File: src/shared/adm_pkg.sv
// Shared constants of the analog die mode controller: register map, field layout,
// reset values, reset-cause bit order and timing figures.
// Assumes a 250 MHz system clock; all times are converted to cycles from CLK_PERIOD_NS.
package adm_pkg;

  // ****************************************************************
  // Register map
  // ****************************************************************
  localparam logic [9:0] BASE_BLOCKING    = 10'h200;
  localparam logic [9:0] BASE_NONBLOCKING = 10'h300;
  localparam logic [7:0] OFFS_WAKE_SOURCE = 8'h14;
  localparam logic [7:0] OFFS_MODE_CTRL   = 8'h16;
  localparam logic [7:0] OFFS_RESET_CAUSE = 8'h17;

  localparam logic [1:0] MODE_CTRL_RESET  = 2'h0;
  localparam logic [7:0] WAKE_SRC_RESET   = 8'h00;
  localparam logic [5:0] CAUSE_RESET      = 6'h00;

  // Wake source layout: local inputs in the low bits.
  localparam int WAKE_BIT_FORCED = 7;
  localparam int WAKE_BIT_LIN    = 6;

  // Mode select encodings.
  localparam logic [1:0] MSEL_WAKE   = 2'h0;
  localparam logic [1:0] MSEL_STOP   = 2'h1;
  localparam logic [1:0] MSEL_SLEEP  = 2'h2;
  localparam logic [1:0] MSEL_NORMAL = 2'h3;

  // Reset cause bit positions.
  localparam int CAUSE_POR  = 0;
  localparam int CAUSE_CORE = 1;
  localparam int CAUSE_IO   = 2;
  localparam int CAUSE_WDOG = 3;
  localparam int CAUSE_EXT  = 4;
  localparam int CAUSE_WAKE = 5;
  localparam int CAUSE_NUM  = 6;

  // Operating mode codes shown on the status output.
  localparam logic [2:0] OPM_POWER_DOWN = 3'h0;
  localparam logic [2:0] OPM_RESET      = 3'h1;
  localparam logic [2:0] OPM_NORMAL     = 3'h2;
  localparam logic [2:0] OPM_STOP       = 3'h3;
  localparam logic [2:0] OPM_SLEEP      = 3'h4;

  // ****************************************************************
  // Timing
  // ****************************************************************
  localparam int CLK_PERIOD_NS    = 4;
  localparam int RST_HOLD_NS      = 20000;
  localparam int SC_TIMEOUT_NS    = 100000;
  localparam int INIT_WDOG_TO_NS  = 1000000;
  // Least times round up, the longest time rounds down.
  localparam int RST_HOLD_CYCLES  = (RST_HOLD_NS + CLK_PERIOD_NS - 1) / CLK_PERIOD_NS;
  localparam int SC_TIMEOUT_CYCLES = (SC_TIMEOUT_NS + CLK_PERIOD_NS - 1) / CLK_PERIOD_NS;
  localparam int INIT_WDOG_CYCLES = INIT_WDOG_TO_NS / CLK_PERIOD_NS;

  typedef enum logic [2:0] {
    ADM_ST_POWER_DOWN,
    ADM_ST_RESET,
    ADM_ST_NORMAL,
    ADM_ST_STOP,
    ADM_ST_SLEEP
  } adm_state_e;

endpackage : adm_pkg

File: src/design/adm_mode_controller.sv
// Operating mode controller of the analog companion die: power down, reset, normal,
// stop and sleep sequencing, reset pin control, reset causes and wake handling.
// Assumes register accesses from the die link arrive as single-cycle strobes on clk_sys
// and that supply comparators and wake sources are already synchronous.
`timescale 1ns/100ps

// Notes on behaviour
// - Exactly one of Power Down, Reset, Normal, Stop, Sleep is held.
// - Sleep turns both core and I/O regulators off.
// - A wake that ends Stop raises the wake interrupt to the microcontroller.
// - A wake that ends Sleep enters Reset with regulators back on.
// - Main supply below threshold holds Power Down; rising enters Reset, power-on cause.
// - Reset entered on power-on, core LV, I/O LV, watchdog, external, sleep wake.
// - Internal causes hold reset pin low for the hold time after they end.
// - Reset exits to Normal only with pin high and both LV detectors inactive.
// - Supply low in Reset beyond short-circuit timeout with main supply high goes to Sleep.
// - One reset-cause flag per cause shows what produced the last reset.
// - Normal starts watchdog non-window with initial timeout; first service enables window.
// - Stop keeps regulators on at reduced drive and the die link working.
// - After a wake, a new Stop request acts only after wake sources are read.
// - Local, forced, LIN or die-link wake moves Stop to Normal.
// - A reset condition during Stop goes straight to Reset.
// - Sleep wakes on local, forced or LIN only, to Reset; die link off.
// - Mode field write requests: 01 Stop, 10 Sleep, 11 Normal.
// - Mode field 00 acts only in Stop, forcing wake to Normal.
// - Registers sit at offsets from 0x200 blocking and 0x300 non-blocking.
module adm_mode_controller #(
  parameter int N_LOCAL_WAKE     = 6,
  parameter int RST_HOLD_CYCLES  = adm_pkg::RST_HOLD_CYCLES,
  parameter int SC_TIMEOUT_CYCLES = adm_pkg::SC_TIMEOUT_CYCLES,
  parameter int INIT_WDOG_CYCLES = adm_pkg::INIT_WDOG_CYCLES
) (
  input  wire logic                    clk_sys,
  input  wire logic                    sys_rst,
  input  wire logic                    reg_wr_en,
  input  wire logic                    reg_rd_en,
  input  wire logic [9:0]              reg_addr,
  input  wire logic [7:0]              reg_wdata,
  output logic      [7:0]              reg_rdata,
  output logic                         reg_rd_valid,
  input  wire logic                    main_supply_ok,
  input  wire logic                    main_supply_high,
  input  wire logic                    core_low_voltage,
  input  wire logic                    io_low_voltage,
  input  wire logic [N_LOCAL_WAKE-1:0] local_wake_inputs,
  input  wire logic                    forced_wake,
  input  wire logic                    lin_wake,
  input  wire logic                    die_link_wake,
  input  wire logic                    wdog_service,
  input  wire logic                    wdog_fault,
  input  wire logic                    reset_pin_in,
  output logic                         reset_pin_out,
  output logic                         reset_pin_oe,
  output logic                         core_reg_en,
  output logic                         io_reg_en,
  output logic                         reg_low_drive,
  output logic                         die_link_en,
  output logic                         wake_irq,
  output logic                         wdog_enable,
  output logic                         wdog_window_mode,
  output logic      [2:0]              op_mode
);

  // ****************************************************************
  // Elaboration checks
  // ****************************************************************
  if (N_LOCAL_WAKE < 1 || N_LOCAL_WAKE > 6) begin : g_bad_wake
    $error("adm_mode_controller: N_LOCAL_WAKE must be 1 to 6");
  end
  if (RST_HOLD_CYCLES < 1 || SC_TIMEOUT_CYCLES < 1 || INIT_WDOG_CYCLES < 1) begin : g_bad_time
    $error("adm_mode_controller: timing counts must be at least one cycle");
  end

  // ****************************************************************
  // Declarations
  // ****************************************************************
  adm_pkg::adm_state_e state;
  adm_pkg::adm_state_e next_state;

  logic [1:0]                   mode_field;
  logic                         pending_stop;
  logic                         pending_sleep;
  logic                         stop_armed;
  logic [7:0]                   wake_flags;
  logic [adm_pkg::CAUSE_NUM-1:0] reset_cause;
  logic [adm_pkg::CAUSE_NUM-1:0] causes_now;
  logic                         drove_pin;

  logic       base_hit;
  logic [7:0] offs;
  logic       mode_wr;
  logic       wake_rd;
  logic       ext_low;
  logic       any_lv;
  logic       stop_wake;
  logic       sleep_wake;
  logic       go_reset;
  logic       hold_load;
  logic       hold_done;
  logic       sc_cond;
  logic       sc_zero;
  logic       sc_fire;
  logic       wdog_init_load;
  logic       wdog_init_zero;
  logic       wdog_init_fire;
  logic       exit_reset;
  logic [7:0] next_wake_set;

  // ****************************************************************
  // Register decode
  // ****************************************************************
  // Both windows reach the same registers; the access style only matters to the link.
  assign base_hit = (reg_addr[9:8] == adm_pkg::BASE_BLOCKING[9:8]) ||
                    (reg_addr[9:8] == adm_pkg::BASE_NONBLOCKING[9:8]);
  assign offs     = reg_addr[7:0];
  assign mode_wr  = reg_wr_en && base_hit && (offs == adm_pkg::OFFS_MODE_CTRL);
  assign wake_rd  = reg_rd_en && base_hit && (offs == adm_pkg::OFFS_WAKE_SOURCE);

  // ****************************************************************
  // Condition decode
  // ****************************************************************
  // The pin still reads low for a cycle after our own release; drove_pin masks that.
  assign ext_low = !reset_pin_in && !reset_pin_oe && !drove_pin;
  assign any_lv  = core_low_voltage || io_low_voltage;

  assign stop_wake = (state == adm_pkg::ADM_ST_STOP) &&
                     ((|local_wake_inputs) || forced_wake || lin_wake || die_link_wake ||
                      (mode_wr && reg_wdata[1:0] == adm_pkg::MSEL_WAKE));
  // The die link is down in Sleep, so its wake is not looked at there.
  assign sleep_wake = (state == adm_pkg::ADM_ST_SLEEP) &&
                      ((|local_wake_inputs) || forced_wake || lin_wake);

  // Low-voltage causes are recorded only when they knock a running die into Reset;
  // inside Reset they are expected during ramp-up; they block the exit, restart the hold and feed the short-circuit timeout.
  always_comb begin
    causes_now = '0;
    causes_now[adm_pkg::CAUSE_POR]  = (state == adm_pkg::ADM_ST_POWER_DOWN) &&
                                      main_supply_ok;
    causes_now[adm_pkg::CAUSE_CORE] = core_low_voltage &&
                                      (state == adm_pkg::ADM_ST_NORMAL ||
                                       state == adm_pkg::ADM_ST_STOP);
    causes_now[adm_pkg::CAUSE_IO]   = io_low_voltage &&
                                      (state == adm_pkg::ADM_ST_NORMAL ||
                                       state == adm_pkg::ADM_ST_STOP);
    causes_now[adm_pkg::CAUSE_WDOG] = (state == adm_pkg::ADM_ST_NORMAL) &&
                                      (wdog_fault || wdog_init_fire);
    causes_now[adm_pkg::CAUSE_EXT]  = ext_low &&
                                      (state == adm_pkg::ADM_ST_NORMAL ||
                                       state == adm_pkg::ADM_ST_STOP ||
                                       state == adm_pkg::ADM_ST_RESET);
    causes_now[adm_pkg::CAUSE_WAKE] = sleep_wake;
  end

  assign go_reset = |causes_now;

  // ****************************************************************
  // Timers
  // ****************************************************************
  // Any internal cause, or a low supply while in Reset, restarts the hold.
  assign hold_load = (|(causes_now & ~(adm_pkg::CAUSE_NUM'(1) << adm_pkg::CAUSE_EXT))) ||
                     (state == adm_pkg::ADM_ST_POWER_DOWN) ||
                     (state == adm_pkg::ADM_ST_RESET && any_lv);

  adm_down_timer #(
    .WIDTH (32)
  ) u_hold_timer (
    .clk_sys    (clk_sys),
    .sys_rst    (sys_rst),
    .load       (hold_load),
    .run        (1'b1),
    .load_value (32'(RST_HOLD_CYCLES)),
    .expired    (hold_done)
  );

  assign sc_cond = (state == adm_pkg::ADM_ST_RESET) && any_lv && main_supply_high;
  assign sc_fire = sc_cond && sc_zero;

  adm_down_timer #(
    .WIDTH (32)
  ) u_sc_timer (
    .clk_sys    (clk_sys),
    .sys_rst    (sys_rst),
    .load       (!sc_cond),
    .run        (sc_cond),
    .load_value (32'(SC_TIMEOUT_CYCLES)),
    .expired    (sc_zero)
  );

  assign wdog_init_load = (state != adm_pkg::ADM_ST_NORMAL) || wdog_window_mode;
  assign wdog_init_fire = (state == adm_pkg::ADM_ST_NORMAL) && !wdog_window_mode &&
                          wdog_init_zero;

  adm_down_timer #(
    .WIDTH (32)
  ) u_wdog_init_timer (
    .clk_sys    (clk_sys),
    .sys_rst    (sys_rst),
    .load       (wdog_init_load),
    .run        (1'b1),
    .load_value (32'(INIT_WDOG_CYCLES)),
    .expired    (wdog_init_zero)
  );

  // ****************************************************************
  // Mode state machine
  // ****************************************************************
  assign exit_reset = reset_pin_in && !reset_pin_oe && !drove_pin && !any_lv &&
                      !hold_load && hold_done;

  always_comb begin
    next_state = state;
    if (!main_supply_ok) begin
      next_state = adm_pkg::ADM_ST_POWER_DOWN;
    end else begin
      case (state)
        adm_pkg::ADM_ST_POWER_DOWN: begin
          next_state = adm_pkg::ADM_ST_RESET;
        end
        adm_pkg::ADM_ST_RESET: begin
          if (sc_fire) begin
            next_state = adm_pkg::ADM_ST_SLEEP;
          end else if (exit_reset) begin
            next_state = adm_pkg::ADM_ST_NORMAL;
          end
        end
        adm_pkg::ADM_ST_NORMAL: begin
          if (go_reset) begin
            next_state = adm_pkg::ADM_ST_RESET;
          end else if (pending_sleep) begin
            next_state = adm_pkg::ADM_ST_SLEEP;
          end else if (pending_stop && stop_armed) begin
            next_state = adm_pkg::ADM_ST_STOP;
          end
        end
        adm_pkg::ADM_ST_STOP: begin
          if (go_reset) begin
            next_state = adm_pkg::ADM_ST_RESET;
          end else if (stop_wake) begin
            next_state = adm_pkg::ADM_ST_NORMAL;
          end
        end
        adm_pkg::ADM_ST_SLEEP: begin
          if (go_reset) begin
            next_state = adm_pkg::ADM_ST_RESET;
          end
        end
        default: begin
          next_state = adm_pkg::ADM_ST_POWER_DOWN;
        end
      endcase
    end
  end

  always_ff @(posedge clk_sys or posedge sys_rst) begin
    if (sys_rst) begin
      state <= adm_pkg::ADM_ST_POWER_DOWN;
    end else begin
      state <= next_state;
    end
  end

  // ****************************************************************
  // Mode control register and pending requests
  // ****************************************************************
  always_ff @(posedge clk_sys or posedge sys_rst) begin
    if (sys_rst) begin
      mode_field    <= adm_pkg::MODE_CTRL_RESET;
      pending_stop  <= 1'b0;
      pending_sleep <= 1'b0;
    end else if (next_state == adm_pkg::ADM_ST_RESET ||
                 next_state == adm_pkg::ADM_ST_POWER_DOWN) begin
      mode_field    <= adm_pkg::MODE_CTRL_RESET;
      pending_stop  <= 1'b0;
      pending_sleep <= 1'b0;
    end else begin
      if (mode_wr) begin
        mode_field <= reg_wdata[1:0];
      end
      if (next_state != state) begin
        pending_stop  <= 1'b0;
        pending_sleep <= 1'b0;
      end else if (mode_wr) begin
        // A Stop request waits here until the wake sources have been read.
        pending_stop  <= (reg_wdata[1:0] == adm_pkg::MSEL_STOP);
        pending_sleep <= (reg_wdata[1:0] == adm_pkg::MSEL_SLEEP);
      end
    end
  end

  // ****************************************************************
  // Wake sources, stop arming and wake interrupt
  // ****************************************************************
  always_comb begin
    next_wake_set = '0;
    if (state == adm_pkg::ADM_ST_STOP || state == adm_pkg::ADM_ST_SLEEP) begin
      next_wake_set[N_LOCAL_WAKE-1:0]        = local_wake_inputs;
      next_wake_set[adm_pkg::WAKE_BIT_FORCED] = forced_wake;
      next_wake_set[adm_pkg::WAKE_BIT_LIN]    = lin_wake;
    end
  end

  // New wake events win over the clear caused by a read in the same cycle.
  always_ff @(posedge clk_sys or posedge sys_rst) begin
    if (sys_rst) begin
      wake_flags <= adm_pkg::WAKE_SRC_RESET;
    end else if (wake_rd) begin
      wake_flags <= next_wake_set;
    end else begin
      wake_flags <= wake_flags | next_wake_set;
    end
  end

  always_ff @(posedge clk_sys or posedge sys_rst) begin
    if (sys_rst) begin
      stop_armed <= 1'b1;
    end else if (stop_wake || sleep_wake) begin
      stop_armed <= 1'b0;
    end else if (wake_rd) begin
      stop_armed <= 1'b1;
    end
  end

  always_ff @(posedge clk_sys or posedge sys_rst) begin
    if (sys_rst) begin
      wake_irq <= 1'b0;
    end else if (stop_wake && next_state == adm_pkg::ADM_ST_NORMAL) begin
      wake_irq <= 1'b1;
    end else if (wake_rd || next_state != adm_pkg::ADM_ST_NORMAL) begin
      wake_irq <= 1'b0;
    end
  end

  // ****************************************************************
  // Reset causes
  // ****************************************************************
  // Entry into Reset replaces the record; causes arriving during Reset add to it.
  always_ff @(posedge clk_sys or posedge sys_rst) begin
    if (sys_rst) begin
      reset_cause <= adm_pkg::CAUSE_RESET;
    end else if (state != adm_pkg::ADM_ST_RESET && next_state == adm_pkg::ADM_ST_RESET) begin
      reset_cause <= causes_now;
    end else if (state == adm_pkg::ADM_ST_RESET) begin
      reset_cause <= reset_cause | causes_now;
    end
  end

  // ****************************************************************
  // Reset pin
  // ****************************************************************
  always_ff @(posedge clk_sys or posedge sys_rst) begin
    if (sys_rst) begin
      reset_pin_oe  <= 1'b1;
      reset_pin_out <= 1'b0;
      drove_pin     <= 1'b1;
    end else begin
      reset_pin_oe  <= (next_state == adm_pkg::ADM_ST_POWER_DOWN) ||
                       (next_state == adm_pkg::ADM_ST_RESET && (hold_load || !hold_done));
      reset_pin_out <= 1'b0;
      drove_pin     <= reset_pin_oe;
    end
  end

  // ****************************************************************
  // Regulator, link and watchdog controls
  // ****************************************************************
  always_ff @(posedge clk_sys or posedge sys_rst) begin
    if (sys_rst) begin
      core_reg_en   <= 1'b0;
      io_reg_en     <= 1'b0;
      reg_low_drive <= 1'b0;
      die_link_en   <= 1'b0;
      op_mode       <= adm_pkg::OPM_POWER_DOWN;
    end else begin
      core_reg_en   <= (next_state != adm_pkg::ADM_ST_SLEEP) &&
                       (next_state != adm_pkg::ADM_ST_POWER_DOWN);
      io_reg_en     <= (next_state != adm_pkg::ADM_ST_SLEEP) &&
                       (next_state != adm_pkg::ADM_ST_POWER_DOWN);
      reg_low_drive <= (next_state == adm_pkg::ADM_ST_STOP);
      die_link_en   <= (next_state == adm_pkg::ADM_ST_NORMAL) ||
                       (next_state == adm_pkg::ADM_ST_STOP);
      case (next_state)
        adm_pkg::ADM_ST_RESET:  op_mode <= adm_pkg::OPM_RESET;
        adm_pkg::ADM_ST_NORMAL: op_mode <= adm_pkg::OPM_NORMAL;
        adm_pkg::ADM_ST_STOP:   op_mode <= adm_pkg::OPM_STOP;
        adm_pkg::ADM_ST_SLEEP:  op_mode <= adm_pkg::OPM_SLEEP;
        default:                op_mode <= adm_pkg::OPM_POWER_DOWN;
      endcase
    end
  end

  // Every entry into Normal restarts the watchdog in its initial non-window phase.
  always_ff @(posedge clk_sys or posedge sys_rst) begin
    if (sys_rst) begin
      wdog_enable      <= 1'b0;
      wdog_window_mode <= 1'b0;
    end else begin
      wdog_enable <= (next_state == adm_pkg::ADM_ST_NORMAL);
      if (next_state != adm_pkg::ADM_ST_NORMAL || state != adm_pkg::ADM_ST_NORMAL) begin
        wdog_window_mode <= 1'b0;
      end else if (wdog_service) begin
        wdog_window_mode <= 1'b1;
      end
    end
  end

  // ****************************************************************
  // Register read port
  // ****************************************************************
  always_ff @(posedge clk_sys or posedge sys_rst) begin
    if (sys_rst) begin
      reg_rdata    <= 8'h00;
      reg_rd_valid <= 1'b0;
    end else begin
      reg_rd_valid <= reg_rd_en;
      if (reg_rd_en && base_hit) begin
        case (offs)
          adm_pkg::OFFS_MODE_CTRL:   reg_rdata <= {6'h00, mode_field};
          adm_pkg::OFFS_WAKE_SOURCE: reg_rdata <= wake_flags;
          adm_pkg::OFFS_RESET_CAUSE: reg_rdata <= {2'h0, reset_cause};
          default:                   reg_rdata <= 8'h00;
        endcase
      end else if (reg_rd_en) begin
        reg_rdata <= 8'h00;
      end
    end
  end

endmodule : adm_mode_controller

File: src/design/adm_down_timer.sv
// Loadable down counter used for the reset hold, the short-circuit timeout and
// the initial watchdog timeout.
// Assumes the load value is stable while counting.
`timescale 1ns/100ps
module adm_down_timer #(
  parameter int WIDTH = 32
) (
  input  wire logic             clk_sys,
  input  wire logic             sys_rst,
  input  wire logic             load,
  input  wire logic             run,
  input  wire logic [WIDTH-1:0] load_value,
  output logic                  expired
);

  logic [WIDTH-1:0] count;

  if (WIDTH < 2) begin : g_bad_width
    $error("adm_down_timer: WIDTH must be at least 2");
  end

  // Load has priority so a condition that persists keeps the timer from expiring.
  always_ff @(posedge clk_sys or posedge sys_rst) begin
    if (sys_rst) begin
      count <= '0;
    end else if (load) begin
      count <= load_value;
    end else if (run && count != '0) begin
      count <= count - WIDTH'(1);
    end
  end

  assign expired = (count == '0);

endmodule : adm_down_timer

File: config.mk
export PLATFORM = sky130hd
export DESIGN_NAME = adm_mode_controller
export DESIGN_NICKNAME = d
export VERILOG_FILES = /design/src/shared/adm_pkg.sv /design/src/design/adm_mode_controller.sv /design/src/design/adm_down_timer.sv
export SDC_FILE = /design/constraint.sdc
export NUM_CORES = 1
export LEC_CHECK = 0
export ABC_AREA = 1
export BUFFER_PORTS_ARGS = -buffer_cell sky130_fd_sc_hd__buf_2
export CORE_UTILIZATION = 51
export CTS_CLUSTER_SIZE = 20
export DETAILED_ROUTE_END_ITERATION = 16
export PLACE_DENSITY = 0.77
export SYNTH_ARGS = -nofsm -noshare
export SYNTH_HDL_FRONTEND = slang
export SYNTH_SLANG_ARGS = --single-unit
export TNS_END_PERCENT = 5
File: constraint.sdc
create_clock -name clk_sys -period 5.7 [get_ports clk_sys]
set_input_delay 0.855 -clock clk_sys [delete_from_list [all_inputs] [get_ports clk_sys]]
set_output_delay 0.855 -clock clk_sys [all_outputs]
set_load 0.02 [all_outputs]
==> results_dict.tcl <==
set metrics [dict create \
    outcome "completed" \
    final_cells 1218 \
    cp.required_ns 6.01 \
    rows 43 \
    first_pass_iters 5 \
    grt_usage_pct 23.06 \
    power.leakage_nw 3.999 \
    grt_pass1_vias 5945 \
    clk-insertion-delay-late_ns 0.43 \
    finalMaxSlewViolations 0 \
    core_area_um2 14100 \
    n_antenna_cell 0 \
    vias_per_cell 5.290 \
    crit_fanout 21 \
    cts.repair.resized 0 \
    clkTransAtPathRegs_ns 0.06 \
    synth-seq-cells 137 \
    synth_nets 1011 \
    power.total_mw 2.330 \
    ys_warn_count 0 \
    cts-htree-levels 4 \
    crit_path_cell_trace "nor3_4 > nand3_1 > inv_2 > nand2_1 > nand2_2 > inv_1 > nand2_1 > nand2_2 > nand2_4 > inv_2 > nand2_2 > nand2_2 > o21ai_0 > o21ai_1" \
    worst_slew_pin_slew_ns 0.8629 \
    grt_pass1_wl_mm 27.39 \
    start_util_pct 52.92 \
    die-height_um 122.9 \
    drtAntennaViolNets 0 \
    dp_hpwl_mm 11.31 \
    cts_buffer_depth 2 \
    crit_top_cell "nand2_2" \
    max_slew_margin_pct 41.94 \
    grt_remaining_overflow 0 \
    dp_cells 1186 \
    max_freq_ghz 0.3319 \
    setup_ws_ns 2.687 \
    fp.dieArea_um2 15110 \
    crit_type "reg -> reg" \
    gp_congestion 0.8550 \
    antenna_found_initial 1 \
    cp_num_buf_inv 3 \
    crit_family "simple AND/OR/NAND/NOR gates" \
    final_cell_mix "nor2_1 (158), inv_1 (144), dfrtp_1 (134)" \
    fin_crit_ns 3.013 \
    final_core_util_pct 60.60 \
    cts_sinks 137 \
    final_common_cell "nor2_1" \
    cts_tree "yes" \
    cap_violations 0 \
    fin_skew_ns 0.009761 \
    synth_cells 969 \
    numCtsBuffers 17 \
    setup_tns_ns 0 \
    synth.distinct_cells 51 \
    areaGrowthSynthToFinish_pct 14.51 \
    crit_path_top_delay_cell "dfrtp_1" \
    hold_buffers 0 \
    yosysSeqAreaShare_pct 46.01 \
    min_path_type "reg -> reg" \
    setup_viol 0 \
    power_density_nw_per_um2 272.8 \
    drive_above_1_share_pct 15.22 \
    synth_ff_type "dfrtp_1" \
    post-place-ws_ns 2.466 \
    critPathArrivalTime_ns 3.32 \
    synth.avg_cell_area_um2 7.698 \
    num-fill-cells 1204 \
    final-hold-violation-count 0 \
    vias 6443 \
    worst_setup_path_end_kind "flip-flop" \
    fin_nets 1067 \
    cts-root-buf "clkbuf_16" \
    post_cts_buffers 0 \
    drtIter0Drc 500 \
    grt_max_degree 73 \
    wl_per_cell_um 13.28 \
    cp-start-kind "flip-flop" \
    synth_enable_flop_cells 0 \
    slowest_delay_ns 0.52 \
    drc 0 \
    syn_area_um2 7460 \
    drt-total-wl_mm 16.18 \
    grt_setup_unrepaired "no" \
    irDropWorstVdd_mv 0.2390 \
    die_w_um 122.9 \
    async_flop_share_pct 100.0 \
    period_share_pct 52.86 \
    portBuffers 50 \
    io_pins 59 \
]
## routing by layer
metal / share of wire [%] / global-route usage [%] / up-vias
met2: 47 / 36.83 / 126
met4: 1.7 / 8.689 / 2
met1: 48 / 30.83 / 3028
li1: - / - / 3260
met3: 3.5 / 4.751 / 27
met5: 0.068 / 0 / -
## cell type report
class / count / area [µm²] / share of cell area (%)
clock buffer: 22 / 494.2 / 5.786
clock inverter: 10 / 162.7 / 1.904
inverter: 164 / 620.6 / 7.265
multi-input combinational: 653 / 3342 / 39.12
sequential: 137 / 3432 / 40.18
tap: 180 / 225.2 / 2.637
timing repair buffer: 52 / 265.3 / 3.105
## per-stage QoR
step | area, µm² | hold WS (ns)
after floorplan | 7460 | 0.4123
after global placement | 7885 | 0.3916
after detailed placement | 7885 | 0.3887
after CTS | 8542 | 0.3975
after global routing | 8542 | 0.4064
final | 8542 | 0.3913
## report_power, final
| part | internal [mW] | switching, mW |
|---|---|---|
| logic | 0.0332 | 0.0869 |
| registers | 0.986 | 0.00790 |
| clock network | 0.791 | 0.425 |
| total | 1.81 | 0.520 |
## worst reg2reg max path: cells and delay by family, from the launching register on
kind,cells,cell delay [ns]
AO/OA/AOI/OAI,2,0.16
buffers and inverters,3,0.61
flip-flops,1,0.52
AND/OR/NAND/NOR,9,1.60
## sequential cells by signal, summed over array words and instances, names as in the netlist, 2 cells and up
| name | flops |
|---|---|
| op_mode | 2 |
| state | 3 |
| mode_field | 2 |
| reset_cause | 6 |
| reg_rdata | 8 |
| wake_flags | 8 |
| u_hold_timer.count | 32 |
| u_wdog_init_timer.count | 32 |
| u_sc_timer.count | 32 |
## Yosys cell counts (13+ instances only)
library cell / count / area share [%]
inv_2: 17 / 0.86
nor2_1: 158 / 8.0
nand2_1: 120 / 6.0
nor3_1: 42 / 2.8
nand2_2: 13 / 1.1
nor2_2: 18 / 1.5
o21ai_1: 16 / 1.1
inv_1: 145 / 7.3
nand3_1: 47 / 3.2
dfrtp_1: 134 / 45
nand4_1: 19 / 1.6
a21oi_1: 63 / 4.2
o21ai_0: 60 / 4.0
## cells by family after synthesis
group                    share of synthesized area [%]
XOR/XNOR                                         1.996
flip-flops                                       46.01
other                                          0.05027
buffers and inverters                            9.191
AO/OA/AOI/OAI                                    12.90
adder cells (fa/ha/maj)                         0.6709
AND/OR/NAND/NOR                                  29.18
## worst paths after layout
check	startpoint	endpoint	slack [ns]	depth (start not counted)
worst max-delay path	state[2]	reset_cause[3]	2.69	14
worst min-delay path	reset_pin_oe	drove_pin	0.39	0
worst max register to register	state[2]	reset_cause[3]	2.69	14
worst min register to register	reset_pin_oe	drove_pin	0.39	0
max in group asynchronous	sys_rst	u_sc_timer.count[11]	3.88	3
min in group asynchronous	sys_rst	u_wdog_init_timer.count[27]	0.52	2
(Power assumes the default switching activity.)
